===== config.mk =====
export PLATFORM = sky130hd
export DESIGN_NAME = dhm_ctrl
export DESIGN_NICKNAME = d
export VERILOG_FILES = /design/src/logic/dhm_pkg.sv /design/src/logic/dhm_sync.sv /design/src/logic/dhm_ctrl.sv
export VERILOG_INCLUDE_DIRS = /design/src /design/src/logic
export SDC_FILE = /design/constraint.sdc
export NUM_CORES = 1
export LEC_CHECK = 0
export BUFFER_PORTS_ARGS = -buffer_cell sky130_fd_sc_hd__buf_2
export CAP_MARGIN = 20
export CORE_ASPECT_RATIO = 0.9
export CORE_MARGIN = 8
export CORE_UTILIZATION = 55
export CTS_BUF_LIST = sky130_fd_sc_hd__clkbuf_8
export DETAILED_ROUTE_END_ITERATION = 8
export PLACE_DENSITY = 0.91
export SETUP_SLACK_MARGIN = 0.2
export SYNTH_ARGS = -nofsm -noshare
export SYNTH_HDL_FRONTEND = slang
export SYNTH_SLANG_ARGS = --single-unit

===== constraint.sdc =====
create_clock -name mclk -period 2.9 [get_ports mclk]
set_clock_uncertainty 0.2 [all_clocks]
set_input_delay 0.29 -clock mclk [delete_from_list [all_inputs] [get_ports mclk]]
set_output_delay 0.29 -clock mclk [all_outputs]
set_load 0.01 [all_outputs]

===== src/logic/dhm_params.svh =====
// Constants for the deep halt mode controller: offsets, fields, counts.
// Assumes inclusion by the package and the bench only.
`ifndef DHM_PARAMS_SVH
`define DHM_PARAMS_SVH
// ==========================================================
// Register offsets (byte addresses)
`define DHM_OFF_SYSCTL 5'h00
`define DHM_OFF_CLKCTL 5'h04
`define DHM_OFF_WUSET 5'h08
`define DHM_OFF_STAT 5'h0c
`define DHM_OFF_PC 5'h10
`define DHM_OFF_KEY 5'h14
// ==========================================================
// Field positions
`define DHM_B_HALT 7
`define DHM_B_RELEASE_MODE_SELECT 6
`define DHM_B_HOLD 4
`define DHM_B_WUSEL 0
`define DHM_B_SYSLOW 1
`define DHM_B_HFON 2
`define DHM_B_LFON 3
`define DHM_B_KEYEN 0
`define DHM_B_KEYLVL 1
// ==========================================================
// Reset values
`define DHM_RST_SYSCTL 8'h00
`define DHM_RST_CLKCTL 8'h04
`define DHM_RST_WUSET 8'h10
`define DHM_RST_KEY 8'h00
// ==========================================================
// Timing counts in mclk cycles, and the resume address step
`define DHM_MC_CLKS 3'h4
`define DHM_HF_DIV 8'h03
`define DHM_LF_DIV 8'h3f
`define DHM_PC_STEP 16'h0002
`endif


===== src/logic/dhm_pkg.sv =====
// Types shared by the deep halt mode controller.
// Assumes dhm_params.svh is on the include path.
`default_nettype none
package dhm_pkg;
	`include "dhm_params.svh"
	// Controller states
	typedef enum logic [1:0] {
		DHM_ST_RUN,
		DHM_ST_HALT,
		DHM_ST_WARM,
		DHM_ST_VRST
	} dhm_state_t;
endpackage
`default_nettype wire


===== src/logic/dhm_sync.sv =====
// Two-flop synchronisers for the wake pins, plus release edge detect.
// Assumes the inputs are asynchronous to mclk.
`default_nettype none
module dhm_sync
	import dhm_pkg::*;
(
	input wire logic mclk,
	input wire logic rst_n,
	input wire logic [2:0] async_in,
	output logic [2:0] sync_q,
	output logic rise_q
);
	logic [2:0] meta_q;
	logic [2:0] meta_d;
	logic [2:0] sync_d;
	logic last_q;
	logic last_d;
	logic rise_d;

	// ==========================================================
	// Next values
	always_comb
	begin
		meta_d = async_in;
		sync_d = meta_q;
		last_d = sync_q[0];
		rise_d = sync_q[0] & ~last_q;
	end

	// Registers, first stage read only by the second
	always_ff @(posedge mclk or negedge rst_n)
	begin
		if (!rst_n)
		begin
			meta_q <= 3'h0;
			sync_q <= 3'h0;
			last_q <= 1'b0;
			rise_q <= 1'b0;
		end
		else
		begin
			meta_q <= meta_d;
			sync_q <= sync_d;
			last_q <= last_d;
			rise_q <= rise_d;
		end
	end
endmodule
`default_nettype wire


===== src/logic/dhm_ctrl.sv =====
// Deep halt mode controller with an Avalon-MM register slave.
// Assumes one 40 MHz mclk kept alive for wake detection, and a CPU
// that presents the halting instruction's address on halt_instr_addr.
//
// Behaviour
// - writing one to halt bit enters halt
// - halt stops both oscillators and core
// - state retained; port latches follow hold select
// - halt entry clears timing generator prescaler
// - resume address is halt instruction plus two
// - resets end halt, warm-up, then run
// - release by pin, key wakeup, voltage detect
// - release mode bit: one level, zero edge
// - level mode releases on high pin
// - level mode ignores request while pin high
// - pin low during warm-up never re-halts
// - warm-up source follows clock at entry
// - edge mode releases on rising pin edge
// - edge mode enters halt with pin high
// - edge within one machine cycle ignored
// - warm-up keeps core stopped, then resume
// - key wakeup releases at selected level
//
// Our own choices: the register offsets and the Avalon-MM register port.
`default_nettype none
module dhm_ctrl
	import dhm_pkg::*;
(
	input wire logic mclk,
	input wire logic rst_n,
	input wire logic [4:0] address,
	input wire logic read,
	input wire logic write,
	input wire logic [31:0] writedata,
	input wire logic [3:0] byteenable,
	output logic [31:0] readdata,
	output logic waitrequest,
	input wire logic shared_port_pin,
	input wire logic key_wake_pin,
	input wire logic vdet_low,
	input wire logic [15:0] halt_instr_addr,
	output logic hf_osc_en_q,
	output logic lf_osc_en_q,
	output logic core_run_q,
	output logic tg_clear_q,
	output logic port_float_q,
	output logic wu_src_low_q,
	output logic halted_q,
	output logic [15:0] resume_pc_q
);
	// ==========================================================
	// Synchronised wake inputs
	logic [2:0] wake_s;
	logic rel_rise;
	logic rel_s;
	logic key_s;
	logic vdet_s;

	dhm_sync u_sync (
		.mclk(mclk),
		.rst_n(rst_n),
		.async_in({vdet_low, key_wake_pin, shared_port_pin}),
		.sync_q(wake_s),
		.rise_q(rel_rise)
	);
	assign rel_s = wake_s[0];
	assign key_s = wake_s[1];
	assign vdet_s = wake_s[2];

	// ==========================================================
	// Functions
	function automatic logic hit(input logic [4:0] a, input logic [4:0] o);
		hit = (a == o);
	endfunction

	function automatic logic [7:0] div_limit(input logic low);
		div_limit = low ? `DHM_LF_DIV : `DHM_HF_DIV;
	endfunction

	// ==========================================================
	// State
	dhm_state_t state_q, state_d;
	logic release_mode_select_q, release_mode_select_d;
	logic hold_q, hold_d;
	logic [3:0] clk_q, clk_d;
	logic [7:0] wuset_q, wuset_d;
	logic [1:0] key_q, key_d;
	logic [2:0] blank_q, blank_d;
	logic [7:0] div_q, div_d;
	logic [7:0] cnt_q, cnt_d;
	logic entry_low_q, entry_low_d;
	logic [31:0] rdata_d;
	logic wait_d;
	logic hf_d, lf_d, run_d, tgc_d, float_d, wsrc_d, halted_d;
	logic [15:0] pc_d;
	logic bus_wr, wr_sys, halt_req, key_hit, rel_ok, active;
	logic [7:0] wu_goal;

	// Write strobe at the completing edge, low byte lane
	assign bus_wr = write & ~waitrequest & byteenable[0];
	assign wr_sys = bus_wr & hit(address, `DHM_OFF_SYSCTL);
	assign halt_req = wr_sys & writedata[`DHM_B_HALT];
	assign key_hit = key_q[`DHM_B_KEYEN] & (key_s == key_q[`DHM_B_KEYLVL]);
	assign wu_goal = (wuset_q == 8'h00) ? 8'h01 : wuset_q;

	// ==========================================================
	// Bus slave and control registers
	always_comb
	begin
		release_mode_select_d = release_mode_select_q;
		hold_d = hold_q;
		clk_d = clk_q;
		wuset_d = wuset_q;
		key_d = key_q;
		rdata_d = readdata;
		wait_d = 1'b1;
		// One wait cycle, data loaded at the edge that drops waitrequest
		if ((read | write) & waitrequest)
		begin
			wait_d = 1'b0;
			rdata_d = 32'h0;
			if (hit(address, `DHM_OFF_SYSCTL))
			begin
				// halt bit is the halt state
				rdata_d[`DHM_B_HALT] = (state_q == DHM_ST_HALT);
				rdata_d[`DHM_B_RELEASE_MODE_SELECT] = release_mode_select_q;
				rdata_d[`DHM_B_HOLD] = hold_q;
			end
			else if (hit(address, `DHM_OFF_CLKCTL))
				rdata_d[3:0] = clk_q;
			else if (hit(address, `DHM_OFF_WUSET))
				rdata_d[7:0] = wuset_q;
			else if (hit(address, `DHM_OFF_STAT))
				rdata_d[4:0] = {vdet_s, rel_s, entry_low_q,
					state_q == DHM_ST_WARM, state_q == DHM_ST_HALT};
			else if (hit(address, `DHM_OFF_PC))
				rdata_d[15:0] = resume_pc_q;
			else if (hit(address, `DHM_OFF_KEY))
				rdata_d[1:0] = key_q;
		end
		if (wr_sys)
		begin
			release_mode_select_d = writedata[`DHM_B_RELEASE_MODE_SELECT];
			hold_d = writedata[`DHM_B_HOLD];
		end
		if (bus_wr & hit(address, `DHM_OFF_CLKCTL))
			clk_d = writedata[3:0];
		if (bus_wr & hit(address, `DHM_OFF_WUSET))
			wuset_d = writedata[7:0];
		if (bus_wr & hit(address, `DHM_OFF_KEY))
			key_d = writedata[1:0];
		if (vdet_s)
		begin
			release_mode_select_d = 1'(`DHM_RST_SYSCTL >> `DHM_B_RELEASE_MODE_SELECT);
			hold_d = 1'(`DHM_RST_SYSCTL >> `DHM_B_HOLD);
			clk_d = 4'(`DHM_RST_CLKCTL);
			wuset_d = `DHM_RST_WUSET;
			key_d = 2'(`DHM_RST_KEY);
		end
	end

	always_ff @(posedge mclk or negedge rst_n)
	begin
		if (!rst_n)
		begin
			release_mode_select_q <= 1'(`DHM_RST_SYSCTL >> `DHM_B_RELEASE_MODE_SELECT);
			hold_q <= 1'(`DHM_RST_SYSCTL >> `DHM_B_HOLD);
			clk_q <= 4'(`DHM_RST_CLKCTL);
			wuset_q <= `DHM_RST_WUSET;
			key_q <= 2'(`DHM_RST_KEY);
			readdata <= 32'h0;
			waitrequest <= 1'b1;
		end
		else
		begin
			release_mode_select_q <= release_mode_select_d;
			hold_q <= hold_d;
			clk_q <= clk_d;
			wuset_q <= wuset_d;
			key_q <= key_d;
			readdata <= rdata_d;
			waitrequest <= wait_d;
		end
	end

	// ==========================================================
	// Mode sequencer
	always_comb
	begin
		state_d = state_q;
		blank_d = blank_q;
		div_d = div_q;
		cnt_d = cnt_q;
		entry_low_d = entry_low_q;
		pc_d = resume_pc_q;
		tgc_d = 1'b0;
		rel_ok = 1'b0;
		case (state_q)
			DHM_ST_RUN:
			begin
				// level mode refuses while pin high
				// edge mode enters regardless of pin
				if (halt_req & ~(release_mode_select_q & rel_s))
				begin
					state_d = DHM_ST_HALT;
					blank_d = `DHM_MC_CLKS;
					entry_low_d = clk_q[`DHM_B_SYSLOW];
					pc_d = halt_instr_addr + `DHM_PC_STEP;
					tgc_d = 1'b1;
				end
			end
			DHM_ST_HALT:
			begin
				if (blank_q != 3'h0)
					blank_d = blank_q - 3'h1;
				// edges in the first machine cycle lost
				rel_ok = release_mode_select_q ? rel_s : (rel_rise & (blank_q == 3'h0));
				if (rel_ok | key_hit)
				begin
					state_d = DHM_ST_WARM;
					div_d = 8'h00;
					cnt_d = 8'h00;
				end
			end
			DHM_ST_WARM:
			begin
				if (div_q == div_limit(entry_low_q))
				begin
					div_d = 8'h00;
					cnt_d = cnt_q + 8'h01;
				end
				else
					div_d = div_q + 8'h01;
				if (cnt_q >= wu_goal)
				begin
					state_d = DHM_ST_RUN;
					tgc_d = 1'b1;
				end
			end
			DHM_ST_VRST:
			begin
				if (!vdet_s)
				begin
					state_d = DHM_ST_WARM;
					div_d = 8'h00;
					cnt_d = 8'h00;
					entry_low_d = 1'b0;
				end
			end
			default:
				state_d = DHM_ST_RUN;
		endcase
		if (vdet_s)
		begin
			state_d = DHM_ST_VRST;
			entry_low_d = 1'b0;
		end
		active = (state_d == DHM_ST_RUN) | (state_d == DHM_ST_WARM);
		// oscillators and core stopped in halt
		hf_d = active & clk_d[`DHM_B_HFON];
		lf_d = active & clk_d[`DHM_B_LFON];
		run_d = (state_d == DHM_ST_RUN);
		halted_d = (state_d == DHM_ST_HALT);
		float_d = ~run_d & ~hold_d;
		// warm-up source is the entry clock
		wsrc_d = (state_d == DHM_ST_WARM) ? entry_low_d
			: clk_d[`DHM_B_WUSEL];
	end

	always_ff @(posedge mclk or negedge rst_n)
	begin
		if (!rst_n)
		begin
			// power-on and pin reset start in warm-up
			state_q <= DHM_ST_WARM;
			blank_q <= 3'h0;
			div_q <= 8'h00;
			cnt_q <= 8'h00;
			entry_low_q <= 1'b0;
			resume_pc_q <= 16'h0000;
			hf_osc_en_q <= 1'b1;
			lf_osc_en_q <= 1'b0;
			core_run_q <= 1'b0;
			tg_clear_q <= 1'b1;
			port_float_q <= 1'b1;
			wu_src_low_q <= 1'b0;
			halted_q <= 1'b0;
		end
		else
		begin
			state_q <= state_d;
			blank_q <= blank_d;
			div_q <= div_d;
			cnt_q <= cnt_d;
			entry_low_q <= entry_low_d;
			resume_pc_q <= pc_d;
			hf_osc_en_q <= hf_d;
			lf_osc_en_q <= lf_d;
			core_run_q <= run_d;
			tg_clear_q <= tgc_d;
			port_float_q <= float_d;
			wu_src_low_q <= wsrc_d;
			halted_q <= halted_d;
		end
	end
endmodule
`default_nettype wire


# After elaboration in Yosys (flattened, before gate mapping)
# Index checks and enable logic that the tools add are counted.
[classes]
reduce_logical = 16
n_mux = 54
n_lt_le_gt_ge = 1
add_sub_neg = 4
n_eq_ne = 17
n_bitwise = 24
[op_table]
columns = ["operator", "count"]
rows = [
  ["14-bit two-way mux", 6],
  ["8-bit two-way mux", 10],
  ["8-bit one-hot mux with 3 select lines", 2],
  ["2-bit two-way mux", 9],
  ["16-bit by 2-bit adder with 16-bit output (second input constant)", 1],
  ["8-bit by 1-bit adder with 8-bit output (second input constant)", 2],
  ["1-bit bitwise AND", 16],
  ["4-bit two-way mux", 4],
  ["1-bit two-way mux", 13],
  ["12-bit two-way mux", 1],
  ["11-bit two-way mux", 1],
  ["5-bit by 4-bit == test with 1-bit output (second input constant)", 2],
  ["5-bit == test (second input constant)", 2],
  ["2-bit nonzero test", 5],
  ["8-bit by 6-bit == test with 1-bit output", 1],
  ["8-bit >= comparator", 1],
  ["8-bit logical NOT", 1],
  ["2-bit one-hot mux with 4 select lines", 1],
  ["2-bit == test (second input constant)", 3],
  ["3-bit two-way mux", 2],
  ["6-bit two-way mux", 1],
  ["2-bit by 1-bit != test with 1-bit output (second input constant)", 3],
  ["3-bit one-hot mux with 2 select lines", 1],
  ["3-bit AND reduction", 2],
  ["other kinds (15)", 26],
]
[word_totals]
wordCells = 141
input_bits = 64
regBits = 86
output_inout_bits = 56

# Longest topological paths before layout
[depth]
depth_word = 12
ltp_mapped = 9
depth_no_buf = 9

# Modules after synthesis
# Synthesis repeated with hierarchy kept, for this count alone.
[hier_totals]
hier_cells = 450
area_unflattened_um2 = 4421.7
[by_module_without_submodules]
columns = ["mod", "area_per_inst_um2", "seq_area_each_um2", "instances", "cells_per_inst"]
rows = [
  ["dhm_ctrl", 4207.8, 1960.6, 1, 441],
  ["dhm_sync", 214.0, 200.2, 1, 9],
]

# Worst setup path after synthesis
# No wires, ideal clock.
[synth_path]
path_type = "reg-to-reg"
startpoint = "reg wuset_q[3]"
endpoint = "reg wu_src_low_q"
t_required_ps = 2575
stages_incl_launch_ff = 10
path_buffers = 0
arrival_ps = 2203
setup_slack_ps = 372
setup_ps = 125
period_less_slack_ps = 2528
cell_sequence = "dfrtp_1 -> nor4_1 -> a41o_1 -> ha_1 -> nor2b_1 -> o211a_1 -> o311ai_2 -> nand4_1 -> o2bb2ai_2 -> mux2_4"
[synth_between]
elab_chain_cells = 8
[synth_lines]
columns = ["item", "line_no", "source"]
rows = [
  ["from (decl)", "dhm_ctrl.sv:86", "logic [7:0] wuset_q, wuset_d;"],
  ["from (signal assigned)", "dhm_ctrl.sv:169", "wuset_q <= `DHM_RST_WUSET;"],
  ["from (signal assigned)", "dhm_ctrl.sv:179", "wuset_q <= wuset_d;"],
  ["8-bit logical NOT", "dhm_ctrl.sv:104", "assign wu_goal = (wuset_q == 8'h00) ? 8'h01 : wuset_q;"],
  ["8-bit two-way mux (*)", "dhm_ctrl.sv:104", ""],
  ["8-bit >= comparator (*)", "dhm_ctrl.sv:234", "if (cnt_q >= wu_goal)"],
  ["2-bit two-way mux (*)", "dhm_ctrl.sv:234", ""],
  ["2-bit one-hot mux with 4 select lines (*)", "dhm_ctrl.sv:198", "case (state_q)"],
  ["2-bit two-way mux (*)", "dhm_ctrl.sv:253", "if (vdet_s)"],
  ["2-bit == test (*)", "dhm_ctrl.sv:266", "wsrc_d = (state_d == DHM_ST_WARM) ? entry_low_d"],
  ["1-bit two-way mux (*)", "dhm_ctrl.sv:266", ""],
  ["net wsrc_d", "dhm_ctrl.sv:94", "logic hf_d, lf_d, run_d, tgc_d, float_d, wsrc_d, halted_d;"],
  ["to (signal assigned)", "dhm_ctrl.sv:302", "wu_src_low_q <= wsrc_d;"],
  ["to (decl)", "dhm_ctrl.sv:47", "output logic wu_src_low_q,"],
]
# The timed path passes the listed nets; every way through them passes the cells marked *.
# A chain may end at the register's enable or synchronous reset.

# Worst setup path in the final report
[layout_path]
startpoint = "reg wuset_q[7]"
endpoint = "reg wu_src_low_q"
# The elaborated chain is that of the path after synthesis.

==> results by group <==
Clocking
  • CTS max path bufs: 2
  • CTS Root Cell: clkbuf_8
  • CTS tree: yes
  • Clock sinks: 86
  • Clock-pin slew on the worst setup and hold paths: 0.09 ns
  • Clock latency on the worst-skew pair: 0.37 ns
  • Clock buffer count from CTS: 9
  • Number of H-tree levels: 3

Routing
  • Antenna Nets Post-Route: 0
  • Via count: 3837
  • Vias/cell: 5.96
  • Drt first pass iters: 6
  • Post-Route WL: 12300 um
  • Initial drt markers: 309
  • WL per Instance: 19.1 um
  • Drc violations: 0

Synth
  • Syn avg cell area: 10.1 um^2
  • Post-synth EDFFs: 0
  • Ys async rst share: 1.00
  • Synthesized instance count: 443
  • Synth cell types: 61
  • Post-synthesis sequential area ratio: 0.485
  • FF+latch count, synth: 86
  • Ys Warns: 0
  • Area of the mapped netlist: 4450 um^2
  • Synth Flop Type: dfrtp_1

STA
  • Max Fclk: 361 MHz
  • Period minus WS final: 2.77 ns
  • Final WS setup: 0.132 ns
  • RSZ-0062 raised after global routing: true
  • Worst-Margin Slew: 0.589 ns
  • Max_slew headroom: 0.606
  • Pins over their slew limit: 0
  • Min Hold Slack: 0.00751 ns
  • Final Hold Viols: 0
  • Setup TNS: 0 ns
  • Setup violators final: 0
  • Final Cycle Share: 0.955

Final layout
  • Area Growth Syn to Fin: 19.7%
  • Antenna diode count: 0
  • Fin nets: 621
  • Non-filler cells, final: 644
  • Cell area after layout: 5330 um^2
  • Fraction of layout cells with a size suffix above 1: 0.261
  • Layout Utilization: 0.670

Power
  • NetSw: 1.40 mW
  • Final Power: 3.73 mW
  • Sw Share: 0.377
  • Sequential Power Share: 0.426
  • Combinational share of power: 0.349
  • Int Power: 2.32 mW
  • Power Density: 699 nW/um^2
  • Clk pwr share: 0.225
  • Maximum vdd drop: 0.350 mV
  • Leakage: 2.55 nW

Worst setup path
  • WP data arrival: 2.83 ns
  • CP cell instances: nor4_4 -> a41o_1 -> ha_4 -> a31oi_4 -> nor2b_2 -> o311ai_4 -> nand4_1 -> o2bb2ai_2 -> mux2_4
  • Worst path slowest cell: dfrtp_2
  • Required @ worst endpoint: 2.96 ns
  • Max FO, Critical Path: 4
  • Startpoint Class: flop
  • Crit end category: flop
  • Critical setup path kind: reg2reg
  • Delay of the slowest cell on the worst path: 0.45 ns

Worst hold path
  • HP Class: in2reg

Global routing
  • Initial antenna violation count: 0
  • Number of global-route vias before repair: 3923
  • Total track usage: 0.207
  • Grt ovf: 0
  • Largest net degree at the start of global routing: 87
  • First-pass GRT wire length: 18800 um

Floorplan
  • # rows: 31
  • DIE HEIGHT: 101 um
  • Die W: 111 um
  • Core ar.: 7950 um^2
  • Die footprint: 11200 um^2
  • Io pins: 120
  • Starting density of the core: 0.560

Placed design
  • Gpl congestion: 0.872
  • Pre-CTS setup slack: 0.0581 ns
  • Port Buffers: 76
  • Cell Area, Placed: 4910 um^2
  • Placed cells: 611
  • DP HPWL: 8430 um

Outcome
  • Status: complete, no violations

Job
  • Max cap viols: 0
sequential cells by signal, indices dropped and copies added (netlist names), 3 cells and up:
register / flops
readdata: 16
resume_pc_q: 16
cnt_q: 8
div_q: 8
wuset_q: 8
clk_q: 4
blank_q: 3
u_sync.meta_q: 3
u_sync.sync_q: 3
routing by layer:
layer	track usage	vias up	wire [um]
li1	-	1717	-
met1	0.235	1881	4790
met2	0.346	203	6250
met3	0.0527	36	857
met4	0.130	0	400
met5	0	-	0
power by group through the flow:
| stage | logic [mW] | registers, mW | clock network [mW] |
|---|---|---|---|
| 4_1_cts | 1.22 | 1.58 | 0.841 |
| 5_1_grt | 1.42 | 1.61 | 0.883 |
| 3_3_place_gp | 1.10 | 1.59 | 0 |
| 6_report | 1.30 | 1.59 | 0.839 |
| 3_5_place_dp | 1.18 | 1.60 | 0 |
| 2_1_floorplan | 0.723 | 1.62 | 0 |
repair_timing:
item                                   CTS  global route
gates resized for setup                  2             6
pin swaps                                1             7
buffers inserted                         1             5
hold buffers                            10             0
setup endpoints to repair                4            18
endpoints found under the hold margin   88             0
cell usage in the layout (no fill, tap or decap), types with 13 or more instances in the layout:
cell,instances
buf_2,75
buf_4,16
conb_1,16
dfrtp_1,78
ha_1,16
inv_1,16
mux2i_1,13
nand2_1,58
nand3_1,17
nor2_1,38
o21ai_0,28
xor2_1,15
layout make-up:
type                       instances  area [um^2]
fill                             561         2620
sequential                        86         2160
clock inverter                     7         66.3
tap                               99          124
clock buffer                       9          124
inverter                          15         56.3
timing repair buffer             102          623
multi-input combinational        326         2180
critical path, delay by kind of cell, from the launching register on:
| kind | cells | cell delay, ns |
|---|---|---|
| fa+ha+maj | 1 | 0.23 |
| flops | 1 | 0.45 |
| mux | 1 | 0.29 |
| compound gates | 4 | 0.94 |
| simple gates | 3 | 0.55 |
kinds of logic after synthesis:
kind of cell	Yosys count	share of synthesized area
xor gates and xnor gates	21	0.0413
muxes	19	0.0452
adders and majority gates	17	0.0478
AOI/OAI and AO/OA	91	0.151
other	1	0.000842
and+or+nand+nor	162	0.176
buffers and inverters	46	0.0528
DFF	86	0.485
cell usage after synthesis (2+ instances only):
cell type | n | area (um^2)
xor2_1 | 15 | 131
dfrtp_1 | 79 | 1980
buf_4 | 16 | 120
a21o_1 | 2 | 15.0
ha_1 | 17 | 213
inv_1 | 15 | 56.3
o31ai_1 | 3 | 22.5
a22o_1 | 11 | 96.3
o21ai_0 | 28 | 140
mux2_2 | 4 | 45.0
buf_2 | 2 | 10.0
nor3_1 | 9 | 45.0
clkbuf_1 | 12 | 45.0
nor2_2 | 2 | 12.5
a31oi_1 | 2 | 12.5
or4_1 | 2 | 15.0
nor4b_1 | 2 | 17.5
a222oi_1 | 3 | 30.0
nor2b_1 | 6 | 37.5
xnor2_1 | 6 | 52.6
nor2_1 | 38 | 143
o21ai_1 | 8 | 40.0
and2_1 | 2 | 12.5
and3_1 | 8 | 50.1
nand2_1 | 58 | 218
nand4_1 | 6 | 37.5
or2_1 | 2 | 12.5
a22oi_1 | 8 | 60.1
nand3_1 | 17 | 85.1
mux2i_1 | 13 | 130
dfstp_2 | 7 | 184
a21oi_1 | 11 | 55.1
path summary, 6_finish.rpt:
kind                       slack [ns]               end              from  cells past startpoint
min in group asynchronous        0.22          cnt_q[5]             rst_n                      2
max in group asynchronous        1.62       waitrequest             rst_n                      3
setup reg to reg                 0.13      wu_src_low_q        wuset_q[7]                      9
setup / recovery                 0.13      wu_src_low_q        wuset_q[7]                      9
hold reg to reg                  0.16  u_sync.sync_q[2]  u_sync.meta_q[2]                      0
hold / removal                  0.008        wuset_q[2]      writedata[2]                      3
No activity file was read; power rests on OpenSTA's default activity.
